--- config.mk ---
export PLATFORM = sky130hd
export DESIGN_NAME = mbr_ctrl
export DESIGN_NICKNAME = d
export VERILOG_FILES = /design/src/common/mbr_pkg.sv /design/src/design/mbr_ctrl.sv
export SDC_FILE = /design/constraint.sdc
export NUM_CORES = 1
export LEC_CHECK = 0
export BUFFER_PORTS_ARGS = -buffer_cell sky130_fd_sc_hd__buf_4
export CAP_MARGIN = 20
export CORE_MARGIN = 3
export CORE_UTILIZATION = 54
export DETAILED_ROUTE_END_ITERATION = 8
export PLACE_DENSITY = 0.79
export SLEW_MARGIN = 20
export SYNTH_ARGS = -nofsm -noshare
export SYNTH_HDL_FRONTEND = slang
export SYNTH_SLANG_ARGS = --single-unit
export TNS_END_PERCENT = 1
--- constraint.sdc ---
create_clock -name mclk -period 2.5 [get_ports mclk]
set_input_delay 0.125 -clock mclk [delete_from_list [all_inputs] [get_ports mclk]]
set_output_delay 0.125 -clock mclk [all_outputs]
set_load 0.05 [all_outputs]
--- src/common/mbr_pkg.sv ---
/*
 * Package of the boot, reset and timestamp control block: timing figures,
 * command codes, mode encodings, carrier structs and the state record.
 * Assumes a single 200 MHz clock with synchronous active-high reset.
 */
package mbr_pkg;

	// ---------------------------------------------------------------
	// clock and timing
	// ---------------------------------------------------------------
	localparam longint CLK_HZ          = 200_000_000;
	localparam int     RST_MIN_US      = 125;
	localparam int     STROBE_MIN_US   = 125;
	localparam int     BOOT_TYP_S      = 3;
	localparam int     BOOT_MAX_S      = 5;
	localparam int     CAPTURE_MAX_MS  = 1;
	localparam int     RESPONSE_MAX_MS = 100;
	localparam longint LOW_BAUD        = 9600;
	localparam longint HIGH_BAUD       = 115200;

	localparam int unsigned BOOT_TYP_CYC =
		32'(BOOT_TYP_S * CLK_HZ);
	localparam int unsigned BOOT_MAX_CYC =
		32'(BOOT_MAX_S * CLK_HZ);
	localparam int unsigned LOW_BAUD_DIV  = 32'(CLK_HZ / LOW_BAUD);
	localparam logic [15:0] HIGH_BAUD_DIV = 16'(CLK_HZ / HIGH_BAUD);

	// power-on stretch after srst, in cycles
	localparam logic [7:0]  POR_CYC = 8'h40;

	// ---------------------------------------------------------------
	// serial command codes
	// ---------------------------------------------------------------
	localparam logic [7:0] CMD_DISCONNECT = 8'h07;
	localparam logic [7:0] CMD_RESET      = 8'h08;
	localparam logic [7:0] CMD_READ_TIME  = 8'h0c;

	// strap level per interface mode
	localparam logic MODE_LOW_SPEED  = 1'b0;
	localparam logic MODE_HIGH_SPEED = 1'b1;

	// ---------------------------------------------------------------
	// types
	// ---------------------------------------------------------------
	typedef struct packed {
		logic       valid;
		logic [7:0] code;
	} mbr_cmd_type;

	typedef enum logic [5:0] {
		ST_RESET     = 6'h01,
		ST_LOAD_IMG  = 6'h02,
		ST_LOAD_PRM  = 6'h04,
		ST_WAIT_BOOT = 6'h08,
		ST_BOOT_EVT  = 6'h10,
		ST_RUN       = 6'h20
	} mbr_state_type;

	typedef struct packed {
		mbr_state_type state;
		logic [1:0]    rstSync;
		logic [1:0]    strbSync;
		logic          strbDly;
		logic          strbArmed;
		logic [1:0]    hostSync;
		logic [1:0]    modeSync;
		logic [7:0]    porCnt;
		logic [31:0]   bootCnt;
		logic [15:0]   baudCnt;
		logic          baudTick;
		logic          highSpeed;
		logic          coreRstN;
		logic          serialReady;
		logic          nodeAccN;
		logic          bootEvtReq;
		logic          timeReq;
		logic          imgStart;
		logic          prmStart;
		logic [63:0]   stamp;
		logic          stampValid;
	} mbr_ctrl_type;

	// strobe edge detector starts at the pin's idle high level
	localparam mbr_ctrl_type CTRL_RST = '{
		state:    ST_RESET,
		strbSync: 2'b11,
		strbDly:  1'b1,
		nodeAccN: 1'b1,
		default:  '0
	};

endpackage

--- src/design/mbr_ctrl.sv ---
/*
 * Boot, reset, boot-event and timestamp control of a mesh node seen from
 * its host port. Assumes image and parameter loaders, a UART framer that
 * answers txAccept, and a network-time source, all on mclk.
 */
`timescale 1ns/1ps

// Function
// - built-in power-on stretch boots the node with no external reset.
// - node stays in reset while reset pin low; host holds 125 us.
// - after release, load application image, then parameters, then serial.
// - serial available typically 3 s, at most 5 s after power.
// - packet-accept handshake held high until the serial side boots.
// - boot event packet sent on boot under full host handshake.
// - serial reset command 0x08 resets the node.
// - time packet sent on serial read-time request or strobe.
// - strobe activation captures the timestamp within about 1 ms.
// - serial read-time capture may lag the request.
// - time packet starts within 100 ms of strobe negation.
// - strap low picks low-speed mode, high picks high-speed mode.
// - low-speed mode runs 8N, 9600 bps, packet flow control.
// - high-speed mode runs 8N, 115.2 kbps, byte flow control out.
// - after boot, accept handshake negated until joined and buffered.
// - strobe is active low, recognised on its falling edge.
module mbr_ctrl #(
	parameter int unsigned BOOT_TYP_CYC = mbr_pkg::BOOT_TYP_CYC,
	parameter int unsigned BOOT_MAX_CYC = mbr_pkg::BOOT_MAX_CYC,
	parameter int unsigned LOW_DIV      = mbr_pkg::LOW_BAUD_DIV
) (
	// clock and reset
	input  wire logic                mclk,
	input  wire logic                srst,
	// pins from the host board
	input  wire logic                rstPinN,
	input  wire logic                timeStrobeN,
	input  wire logic                modeStrap,
	input  wire logic                hostReadyN,
	// loaders
	output logic                     imgLoadStart,
	output logic                     paramLoadStart,
	input  wire logic                imgLoaded,
	input  wire logic                paramLoaded,
	// serial framer
	input  wire mbr_pkg::mbr_cmd_type rxCmd,
	input  wire logic                txAccept,
	output logic                     bootEventReq,
	output logic                     timePacketReq,
	output logic                     serialReady,
	output logic                     highSpeed,
	output logic                     baudTick,
	// network side
	input  wire logic                networkJoined,
	input  wire logic                bufferOk,
	input  wire logic [63:0]         netTime,
	output logic [63:0]              stamp,
	output logic                     stampValid,
	// node control
	output logic                     coreResetN,
	output logic                     nodeAcceptsPacketN
);

	mbr_pkg::mbr_ctrl_type st_r;
	mbr_pkg::mbr_ctrl_type st_nxt;

	logic strbFall;
	logic strbRise;
	logic inBoot;

	assign strbFall = st_r.strbDly & ~st_r.strbSync[1];
	assign strbRise = ~st_r.strbDly & st_r.strbSync[1];
	assign inBoot   = st_r.state == mbr_pkg::ST_LOAD_IMG
		|| st_r.state == mbr_pkg::ST_LOAD_PRM
		|| st_r.state == mbr_pkg::ST_WAIT_BOOT;

	// ---------------------------------------------------------------
	// next state
	// ---------------------------------------------------------------
	always_comb
	begin
		st_nxt = st_r;
		st_nxt.rstSync  = {st_r.rstSync[0], rstPinN};
		st_nxt.strbSync = {st_r.strbSync[0], timeStrobeN};
		st_nxt.hostSync = {st_r.hostSync[0], hostReadyN};
		st_nxt.modeSync = {st_r.modeSync[0], modeStrap};
		st_nxt.strbDly  = st_r.strbSync[1];
		st_nxt.imgStart   = 1'b0;
		st_nxt.prmStart   = 1'b0;
		st_nxt.stampValid = 1'b0;
		st_nxt.baudTick   = 1'b0;

		// bit-rate enable for the framer, per strapped mode
		if (!st_r.serialReady)
			st_nxt.baudCnt = '0;
		else if (st_r.baudCnt == '0)
		begin
			st_nxt.baudTick = 1'b1;
			if (st_r.highSpeed)
				st_nxt.baudCnt = mbr_pkg::HIGH_BAUD_DIV - 16'h0001;
			else
				st_nxt.baudCnt = 16'(LOW_DIV - 1);
		end
		else
			st_nxt.baudCnt = st_r.baudCnt - 16'h0001;

		if (inBoot && st_r.bootCnt != BOOT_MAX_CYC)
			st_nxt.bootCnt = st_r.bootCnt + 32'h0000_0001;

		unique case (st_r.state)
			mbr_pkg::ST_RESET:
			begin
				st_nxt.coreRstN    = 1'b0;
				st_nxt.serialReady = 1'b0;
				st_nxt.nodeAccN    = 1'b1;
				st_nxt.bootEvtReq  = 1'b0;
				st_nxt.timeReq     = 1'b0;
				st_nxt.strbArmed   = 1'b0;
				if (!st_r.rstSync[1])
					st_nxt.porCnt = '0;
				else if (st_r.porCnt == mbr_pkg::POR_CYC - 8'h01)
				begin
					st_nxt.state     = mbr_pkg::ST_LOAD_IMG;
					st_nxt.coreRstN  = 1'b1;
					st_nxt.imgStart  = 1'b1;
					st_nxt.bootCnt   = '0;
					st_nxt.highSpeed = st_r.modeSync[1]
						== mbr_pkg::MODE_HIGH_SPEED;
				end
				else
					st_nxt.porCnt = st_r.porCnt + 8'h01;
			end
			mbr_pkg::ST_LOAD_IMG:
				if (imgLoaded)
				begin
					st_nxt.state    = mbr_pkg::ST_LOAD_PRM;
					st_nxt.prmStart = 1'b1;
				end
			mbr_pkg::ST_LOAD_PRM:
				if (paramLoaded)
					st_nxt.state = mbr_pkg::ST_WAIT_BOOT;
			mbr_pkg::ST_WAIT_BOOT:
				if (st_r.bootCnt >= BOOT_TYP_CYC - 1)
				begin
					st_nxt.state       = mbr_pkg::ST_BOOT_EVT;
					st_nxt.serialReady = 1'b1;
				end
			mbr_pkg::ST_BOOT_EVT:
			begin
				// request only once the host shows it can receive
				if (!st_r.hostSync[1])
					st_nxt.bootEvtReq = 1'b1;
				if (st_r.bootEvtReq && txAccept)
				begin
					st_nxt.bootEvtReq = 1'b0;
					st_nxt.state      = mbr_pkg::ST_RUN;
				end
			end
			mbr_pkg::ST_RUN:
			begin
				st_nxt.nodeAccN = !(networkJoined && bufferOk);
				if (txAccept)
					st_nxt.timeReq = 1'b0;
				if (strbFall)
				begin
					st_nxt.stamp      = netTime;
					st_nxt.stampValid = 1'b1;
					st_nxt.strbArmed  = 1'b1;
				end
				if (strbRise && st_r.strbArmed)
				begin
					st_nxt.timeReq   = 1'b1;
					st_nxt.strbArmed = 1'b0;
				end
				if (rxCmd.valid)
				begin
					if (rxCmd.code == mbr_pkg::CMD_READ_TIME)
					begin
						st_nxt.stamp      = netTime;
						st_nxt.stampValid = 1'b1;
						st_nxt.timeReq    = 1'b1;
					end
					if (rxCmd.code == mbr_pkg::CMD_RESET
						|| rxCmd.code == mbr_pkg::CMD_DISCONNECT)
					begin
						st_nxt.state  = mbr_pkg::ST_RESET;
						st_nxt.porCnt = '0;
					end
				end
			end
		endcase

		// boot may not overrun its longest time
		if (inBoot && st_r.bootCnt == BOOT_MAX_CYC - 1)
		begin
			st_nxt.state       = mbr_pkg::ST_BOOT_EVT;
			st_nxt.serialReady = 1'b1;
		end

		if (!st_r.rstSync[1])
		begin
			st_nxt.state  = mbr_pkg::ST_RESET;
			st_nxt.porCnt = '0;
		end
	end

	// ---------------------------------------------------------------
	// state register
	// ---------------------------------------------------------------
	always_ff @(posedge mclk)
	begin
		if (srst)
			st_r <= mbr_pkg::CTRL_RST;
		else
			st_r <= st_nxt;
	end

	assign imgLoadStart       = st_r.imgStart;
	assign paramLoadStart     = st_r.prmStart;
	assign bootEventReq       = st_r.bootEvtReq;
	assign timePacketReq      = st_r.timeReq;
	assign serialReady        = st_r.serialReady;
	assign highSpeed          = st_r.highSpeed;
	assign baudTick           = st_r.baudTick;
	assign stamp              = st_r.stamp;
	assign stampValid         = st_r.stampValid;
	assign coreResetN         = st_r.coreRstN;
	assign nodeAcceptsPacketN = st_r.nodeAccN;
endmodule // mbr_ctrl

==> results by group, run 1 <==
Final layout
  • Synthesis-to-finish area growth: 32.4%
  • Fin nets: just over 1,000
  • Final instance area: 0.00869 mm^2
  • # fillers: 762
  • Share of layout cells above drive strength 1: between 20% and 30%
  • N_diodes: 0

Placement
  • Dpl hpwl: around 11,000 um
  • Setup WS pre-CTS: 0.365 ns
  • Area after DPL: 0.00737 mm^2
  • Final GP Congestion: 0.888
  • # port buffers: 157

STA
  • Max_slew headroom: 49.0%
  • Max Clk Rate: 461 MHz
  • Actual slew at the worst max-slew pin: 0.764 ns
  • Fin. Hold Viols: 0
  • Clk_skew: 0.00772 ns
  • Setup TNS: 0 ns
  • Fin Hold WS: 0.0443 ns
  • Period utilization: roughly 87%
  • RSZ-0062 raised after global routing: no
  • Final Max Slew Viols: 0
  • Smallest setup slack after layout: 0.333 ns
  • Final setup violation count: 0
  • Post-layout min period: 2.17 ns

Flow run
  • Max-capacitance violation count: 0

Yosys
  • Syn Inst Count: 784
  • Commonest cells in the netlist: 159 x nand2_1, 146 x dfxtp_1, 87 x a21oi_1, 64 x buf_4, 60 x nor2_1
  • Biggest area consumer among synthesized cells: dfxtp_1
  • Netlist cell types: 60
  • Most common cell in the synthesized netlist: nand2_1
  • Post-synth top area share: between 40% and 50%
  • Number of enable flip-flop cells after synthesis: 0
  • Fraction of registers with async set/reset: 0%
  • Post-synth top flop: dfxtp_1
  • Synth Register Bits: ~150
  • Area of the mapped netlist: 0.00657 mm^2
  • Top cells by area, synth: dfxtp_1 45%, nand2_1 9.1%, buf_4 7.3%, a21oi_1 6.6%, xor2_1 3.7%
  • Synth Warn #: 0
  • Post-Syn Nets: 873
  • Seq/Total Area, Yosys: 44.5%
  • Avg Cell Area, Syn: 8.38 um^2

Detailed routing
  • Met2 WL: 9020 um
  • DR WL met3: between 800 and 900 um
  • Initial DRT Pass Iterations: 5
  • Via density: 5.50
  • DRT iter0 DRCs: 365
  • WL per Instance: 15.9 um
  • Final WL: 17,400 um
  • Vias: 6,033
  • Wire length on met1: about 6800 um
  • Post-route DRC: 0
  • Top routing layer used: met4
  • DRT antenna net count: 0

Critical path
  • R2r setup slk: 0.33 ns
  • RR Endpoint: st_r[141]
  • CP Capture Type: flop
  • Worst Path Required: 2.79 ns
  • Max Fanout on Critical Path: 9
  • CP arrival: 2.46 ns
  • Critical path class: flop to flop
  • CP startpoint kind: flop
  • Worst r2r src: st_r[144]
  • R2R cell count: 6

Power
  • Power share of the clock group: 49.4%
  • Leakage: 3.46 nW
  • Internal: 4.09 mW
  • Logic pwr share: 4.9%
  • P_sw: 1.02 mW
  • PwrDens: 588 mW/mm^2
  • Switching portion of total power: 20.0%
  • Sequential power share: 45.7%
  • VDD IR max: roughly 650 uV

Min path
  • Hold path start: bufferOk
  • Hold path depth: 3
  • HP Class: primary input to flop
  • WHS Endpoint: nodeAcceptsPacketN

Floorplan
  • Row cnt: 39
  • DIE AREA: 0.0135 mm^2
  • Die span in y: 116 um
  • Initial Utilization: 56.3%
  • DIE WIDTH: roughly 120 um
  • Core area: around 0.012 mm^2
  • IO Count: around 160

Clock network
  • CTS sink count: 146
  • CTS Buf Count: 17
  • Clk slew on worst S/H paths: about 0.060 ns
  • CTS max path bufs: 2
  • CTS tree: done
  • Clock Latency Late Sink: 0.41 ns
  • Number of setup buffers added after CTS: 0
  • H-tree levels: 4
  • Clock root buffer: clkbuf_16

Global route
  • Grt ovf: 0
  • Vias in the first global route: 5,860
  • Largest net degree at the start of global routing: 74
  • First-pass GRT wire length: 27,500 um
  • GRT Util Overall: approximately a quarter
  • Initial antenna violation count: 0

Outcome
  • Result of the run: completed
[kinds of logic (layout without fill, tap and decap cells)]
| kind of cell | count (synthesis) | count (layout) | share of synthesized area, % |
|---|---|---|---|
| flops | 146 | 146 | 44.5 |
| simple gates | 348 | 348 | 26.3 |
| fa+ha+maj | 5 | 5 | 0.953 |
| buf+inv | 112 | 281 | 10.4 |
| xor+xnor | 46 | 46 | 6.13 |
| compound gates | 125 | 125 | 11.4 |
| mux | 2 | 2 | 0.305 |
[worst max path at each step]
stage / to / cells past startpoint / slack (ns) / from
after floorplan: serialReady / 6 / 0.51 / st_r[101]
final: st_r[141] / 6 / 0.33 / st_r[144]
after CTS: stamp[32] / 5 / 0.35 / st_r[143]
after global routing: st_r[123] / 7 / 0.1 / st_r[143]
after global placement: st_r[141] / 7 / 0.39 / st_r[90]
after detailed placement: stamp[45] / 5 / 0.36 / st_r[143]
[per-stage QoR]
step	utilization, %	instances	power (mW)
2_1_floorplan	-	784	2.43
3_3_place_gp	63.2	992	2.54
3_5_place_dp	63.2	992	2.54
4_1_cts	74.5	1096	5.15
5_1_grt	74.6	1096	5.28
6_report	74.6	1096	5.12
[power by group through the flow]
stage	sequential (mW)	clock (mW)	combinational, mW
CTS	2.34	2.57	0.245
detailed placement	2.39	0	0.152
floorplan	2.39	0	0.0383
finish	2.34	2.53	0.251
global route	2.34	2.68	0.267
global placement	2.39	0	0.149
[registers in the layout, indices dropped and copies added (netlist names)]
register	cells
stamp	64
imgLoadStart	1
timePacketReq	1
highSpeed	1
stampValid	1
nodeAcceptsPacketN	1
baudTick	1
paramLoadStart	1
bootEventReq	1
coreResetN	1
serialReady	1
st_r	67
st_nxt	5
[cell usage in the layout, fill, tap and decap left out, types with 5 or more instances in the layout]
cell,netlist,routed
nand3b_1,5,5
o21ai_0,8,8
ha_1,5,5
clkbuf_8,0,5
nor2_1,60,60
clkbuf_16,0,17
a21oi_1,87,87
nor4_1,11,11
nor3b_1,5,5
nand2_1,159,159
xnor2_1,18,18
nand3_1,19,19
and3_1,6,6
dfxtp_1,146,146
buf_4,64,164
dlygate4sd3_1,0,72
nor4_2,7,7
nor2b_1,8,8
inv_1,12,12
nor3_1,14,14
nand4_1,19,19
xor2_1,28,28
[timing repair]
action	4_1_cts	5_1_grt
resized for setup	0	0
hold endpoints to repair	72	0
hold buffers	72	0
[cell type report]
class | instances | area (um^2) | area share [%]
clock inverters | 9 | 103 | 1.18
inverters | 12 | 45.0 | 0.518
flip-flops and latches | 146 | 2920 | 33.6
repair buffers | 237 | 1970 | 22.7
clock buffers | 23 | 498 | 5.73
multi-input cells | 526 | 2980 | 34.2
well taps | 143 | 179 | 2.06
[worst max-delay path, cell delays in order (launching register included)]
cell and delay (ns):
dfxtp_1 0.39, nor3_2 0.31, o211ai_2 0.26, or3_1 0.44
o31ai_2 0.40, or4_1 0.19, o31ai_1 0.06
[per-layer routing]
layer / global-route usage [%] / vias to the layer above
met3: 5.03 / 64
met4: 13.3 / 0
met5: 0 / -
li1: - / 2909
met1: 29.3 / 2844
met2: 44.5 / 216
No activity file was read; power rests on OpenSTA's default activity.
==> inputs of run 2 (changes only) <==
Settings changed: CORE_MARGIN 3 to not set, PLACE_DENSITY 0.79 to 0.85.
Clock period 2.5 ns to 2.35 ns, I/O delays scaled along.
==> run 2 against run 1 <==
The run now ends with design-rule violations left. Register-to-register slack worse by 0.16 ns. Clock skew is 0.00078 ns lower. Setup slack worse by 0.16 ns. Combinational power is 8% higher. Design area stayed put. Routed wire length is 0.55% lower. Count of clock-buffer cells in the layout is 1 lower. Cell count hardly changed. Flip-flop and latch count stayed put. Sequential power is 6% higher. Sequential share of layout area stayed put. Via count is 1.9% lower. Critical path type unchanged. Largest cell class unchanged. Highest routed layer unchanged.
==> results by group, run 2 (same netlist as run 1, synthesis figures left out) <==
Outcome
  • Result of the run: finished with violations
  • Failing checks: design-rule violations

STA
  • Period utilization: 92.8%
  • Fin. Hold Viols: 0
  • Max Clk Rate: between 400 and 500 MHz
  • Max_slew headroom: 59.7%
  • Final setup violation count: 0
  • Post-layout min period: 2.18 ns
  • Final Max Slew Viols: 0
  • Fin Hold WS: 0.0462 ns
  • Actual slew at the worst max-slew pin: 0.599 ns
  • RSZ-0062 raised after global routing: no
  • Setup TNS: 0 ns
  • Clk_skew: just under 0.007 ns

Floorplan
  • Row cnt: 39
  • DIE AREA: 0.0126 mm^2
  • Die span in y: 112 um
  • Initial Utilization: between 50% and 60%
  • IO Count: 158
  • DIE WIDTH: 112 um
  • Core area: 0.0116 mm^2

Flow run
  • Max-capacitance violation count: 0

Global route
  • Grt ovf: 0
  • Initial antenna violation count: 2
  • Largest net degree at the start of global routing: 66
  • GRT Util Overall: 27.3%
  • Vias in the first global route: 5,694
  • First-pass GRT wire length: 27,000 um

Power
  • Overall Power: roughly 5.3 mW
  • VDD IR max: 600 uV
  • PwrDens: 610 mW/mm^2
  • Leakage: 3.46 nW

Final layout
  • Fin nets: 1,030
  • Synthesis-to-finish area growth: 32.4%
  • Share of layout cells above drive strength 1: between 20% and 30%
  • Commonest non-fill, non-tap cell in the layout: buf_4
  • Largest Register: st_r
  • # fillers: 808
  • Most frequent cells in the layout: 165 x buf_4, 159 x nand2_1, 146 x dfxtp_1
  • Max reg flops: 67
  • Register Area: 0.00292 mm^2
  • Area occupied by multi-input gates: between 0.002 and 0.003 mm^2

Detailed routing
  • WL per Instance: 15.8 um
  • DRT antenna net count: 0
  • Via density: 5.39
  • Top routing layer used: met4
  • Post-route DRC: 8
  • Vias: 5,916
  • DRT iter0 DRCs: approximately 380
  • Met2 WL: 8780 um
  • Final WL: 17,300 um
  • Initial DRT Pass Iterations: 9
  • Wire length on met1: 6990 um
  • DR WL met3: 908 um

Clock network
  • Number of setup buffers added after CTS: 0
  • CTS tree: done
  • Clock root buffer: clkbuf_16
  • Clk slew on worst S/H paths: roughly 0.06 ns
  • H-tree levels: 4
  • CTS sink count: around 150
  • CTS Buf Count: 17
  • Clock Latency Late Sink: slightly above 0.4 ns
  • CTS max path bufs: 2

Critical path
  • Max Fanout on Critical Path: 14
  • CP startpoint kind: flop
  • CP arrival: 2.47 ns
  • Critical path class: flop to flop
  • Worst Path Required: 2.64 ns
  • CP Capture Type: flop

Min path
  • HP Class: primary input to flop

Placement
  • Dpl hpwl: slightly above 10,000 um
  • Final GP Congestion: around 0.90
  • # port buffers: ~160
-- run 2: cell types whose count changed in the layout (fill, tap and decap cells not counted), sizes merged --
cell	before	now
buf	165	169
dlygate4sd3	72	69
diode	0	2
bufinv	2	1
clkbuf	23	22
-- run 2: final cells by class --
type | instances | share of cell area [%]
clock inverters | 8 | 0.921
clock buffers | 22 | 5.57
repair buffers | 238 | 23.1
diodes | 2 | 0.0576
inverters | 12 | 0.518
well taps | 143 | 2.06
multi-input cells | 526 | 34.1
flip-flops and latches | 146 | 33.6
-- run 2: where the power goes --
group          switching, mW  total, mW  internal [mW]
clock                  0.991       2.55           1.55
combinational         0.0947      0.270          0.176
sequential           0.00324       2.49           2.48
total                   1.09       5.30           4.21
-- run 2: worst paths after layout --
| kind | start | end | slack, ns | cells past startpoint |
|---|---|---|---|---|
| worst max-delay path | st_r[83] | st_r[79] | 0.17 | 6 |
| worst min-delay path | networkJoined | nodeAcceptsPacketN | 0.05 | 3 |
| worst max register to register | st_r[83] | st_r[79] | 0.17 | 6 |
| worst min register to register | st_nxt[137] | st_nxt[135] | 0.44 | 1 |
-- run 2: per-layer routing --
metal / vias to the layer above / GRT usage, %
met5: - / 0
met4: 0 / 14.0
met1: 2746 / 29.3
li1: 2911 / -
met2: 205 / 49.2
met3: 54 / 7.45
-- run 2: through the flow --
stage	instance area (um^2)	util [%]	instances	setup WS (ns)
2_1_floorplan	6570	-	784	0.355
3_3_place_gp	7430	64.0	996	0.263
3_5_place_dp	7430	64.0	996	0.182
4_1_cts	8690	74.8	1095	0.150
5_1_grt	8690	74.9	1097	0.0417
6_report	8690	74.9	1097	0.168
-- run 2: critical path, cell delays in order, from the launching register on --
cell and delay, ns:
dfxtp_1 0.33, nor4_2 0.32, nand2b_1 0.15, or4_4 0.45
or3_4 0.44, o21ai_1 0.29, a31oi_1 0.07
-- run 2: what timing repair did --
item | 4_1_cts | 5_1_grt
endpoints found under the hold margin | 70 | 0
resized for setup | 0 | 0
hold buffers | 69 | 0
==> inputs of run 3 (changes only) <==
Settings changed: CTS_BUF_LIST set to sky130_fd_sc_hd__clkbuf_16.
==> run 3 against run 2 <==
The run still ends with design-rule violations left. Clock skew grew 0.0013 ns. Global-route usage grew 0.41 points. Setup slack gained 0.0032 ns. Clock power shrank 5%. Total power shrank 2.5%. First-iteration DRC count grew 14%. Cell count is essentially flat. Flip-flop and latch count is the same. Routed wire length grew 0.69%. Critical path type unchanged. Largest power group is now sequential cells.
==> results by group, run 3 (same netlist as run 1, synthesis figures left out) <==
Detailed routing
  • DR WL met3: between 1000 and 1500 um
  • Via density: 5.44
  • DRT iter0 DRCs: 435
  • Vias: 5,960
  • Post-route DRC: 8
  • Wire length on met1: 6890 um
  • Top routing layer used: met4
  • Met2 WL: 8810 um
  • WL per Instance: 15.9 um
  • DRT antenna net count: 0
  • Initial DRT Pass Iterations: 9
  • Final WL: 17,400 um

Final layout
  • Register Area: 0.00292 mm^2
  • Layout Cells excl Fill: 1,096
  • Fin nets: 1,030
  • Max reg flops: 67
  • # fillers: 812
  • Area occupied by multi-input gates: about 0.0030 mm^2
  • Commonest non-fill, non-tap cell in the layout: buf_4
  • Largest Register: st_r
  • Most frequent cells in the layout: 165 x buf_4, 159 x nand2_1, 146 x dfxtp_1
  • Share of layout cells above drive strength 1: 23.6%
  • Synthesis-to-finish area growth: 31.7%

Floorplan
  • DIE AREA: between 0.01 and 0.015 mm^2
  • Die span in y: 112 um
  • Initial Utilization: 56.6%
  • Row cnt: 39
  • Core area: ~0.012 mm^2
  • DIE WIDTH: 112 um
  • IO Count: around 160

Global route
  • Largest net degree at the start of global routing: 66
  • Grt ovf: 0
  • First-pass GRT wire length: 27,400 um
  • GRT Util Overall: 27.7%
  • Vias in the first global route: 5,748
  • Initial antenna violation count: 1

Flow run
  • Max-capacitance violation count: 0

STA
  • Fin. Hold Viols: 0
  • Setup TNS: 0 ns
  • Period utilization: 92.7%
  • Max_slew headroom: 59.5%
  • Post-layout min period: between 2 and 2.5 ns
  • Actual slew at the worst max-slew pin: ~0.6 ns
  • Max Clk Rate: 459 MHz
  • Smallest setup slack after layout: 0.172 ns
  • Final setup violation count: 0
  • RSZ-0062 raised after global routing: no
  • Clk_skew: between 0.008 and 0.009 ns
  • Final Max Slew Viols: 0

Critical path
  • Crit path from: st_r[83]
  • R2r setup slk: 0.17 ns
  • CP arrival: 2.47 ns
  • Max Fanout on Critical Path: 14
  • Worst r2r src: st_r[83]
  • CP startpoint kind: flop
  • Critical path class: flop to flop
  • R2R cell count: 6
  • CP Capture Type: flop
  • RR Endpoint: st_r[79]
  • Worst setup path end: st_r[79]
  • Worst Path Required: 2.64 ns

Min path
  • HP Class: primary input to flop

Placement
  • Placed cells: 996
  • # port buffers: about 160
  • Dpl hpwl: between 10,000 and 15,000 um
  • Final GP Congestion: slightly below 0.9
  • Setup WS pre-CTS: 0.182 ns

Clock network
  • CTS max path bufs: 2
  • Clock root buffer: clkbuf_16
  • PostCTS Resize Cnt: 0
  • H-tree levels: 4
  • CTS tree: done
  • Clk slew on worst S/H paths: ~0.06 ns
  • Clock Latency Late Sink: about 0.42 ns
  • Number of setup buffers added after CTS: 0
  • CTS sink count: 146
  • CTS Buf Count: 17

Power
  • Leakage: 3.44 nW
  • PwrDens: 597 mW/mm^2
  • Overall Power: between 5 and 6 mW
  • VDD IR max: 523 uV

Outcome
  • Result of the run: finished with violations
  • Failing checks: design-rule violations
-- run 3: layout make-up --
type,count,share of cell area [%]
multi-input cells,526,34.3
flip-flops and latches,146,33.8
repair buffers,238,23.2
clock buffers,17,4.92
well taps,143,2.07
clock inverters,13,1.14
inverters,12,0.521
diodes,1,0.0289
-- run 3: what timing repair did --
| action | 4_1_cts | 5_1_grt |
|---|---|---|
| endpoints found under the setup margin | 0 | 0 |
| endpoints found under the hold margin | 70 | 0 |
| hold buffers | 69 | 0 |
-- run 3: metal layers --
metal  GRT usage (%)  vias to the layer above
met1            30.0                     2771
li1                -                     2912
met3            8.37                       59
met4            15.7                        0
met5               0                        -
met2            48.4                      218
-- run 3: metrics by stage --
| step | util [%] | hold slack, ns | instance area, um^2 |
|---|---|---|---|
| finish | 74.5 | 0.0423 | 8650 |
| global route | 74.5 | 0.0638 | 8650 |
| CTS | 74.5 | 0.0337 | 8650 |
| detailed placement | 64.0 | 0.306 | 7430 |
| global placement | 64.0 | 0.303 | 7430 |
| floorplan | - | 0.220 | 6570 |
-- run 3: worst min path at each step --
stage	start	to	slack, ns	cells past startpoint
after detailed placement	timeStrobeN	st_nxt[137]	0.31	2
after floorplan	imgLoaded	st_r[141]	0.22	1
final	networkJoined	nodeAcceptsPacketN	0.04	3
after CTS	networkJoined	nodeAcceptsPacketN	0.03	3
after global routing	networkJoined	nodeAcceptsPacketN	0.06	3
after global placement	timeStrobeN	st_nxt[137]	0.30	2
-- run 3: worst max-delay path, stage by stage (launching register included) --
cell	delay, ns
dfxtp_1	0.33
nor4_2	0.32
nand2b_1	0.15
or4_4	0.45
or3_4	0.43
o21ai_1	0.29
a31oi_1	0.07
-- run 3: power breakdown --
group          switching [mW]  internal (mW)  leakage (nW)
clock network           0.997           1.42         0.252
logic                  0.0915          0.176          2.01
registers             0.00314           2.48          1.18
total                    1.09           4.08          3.44
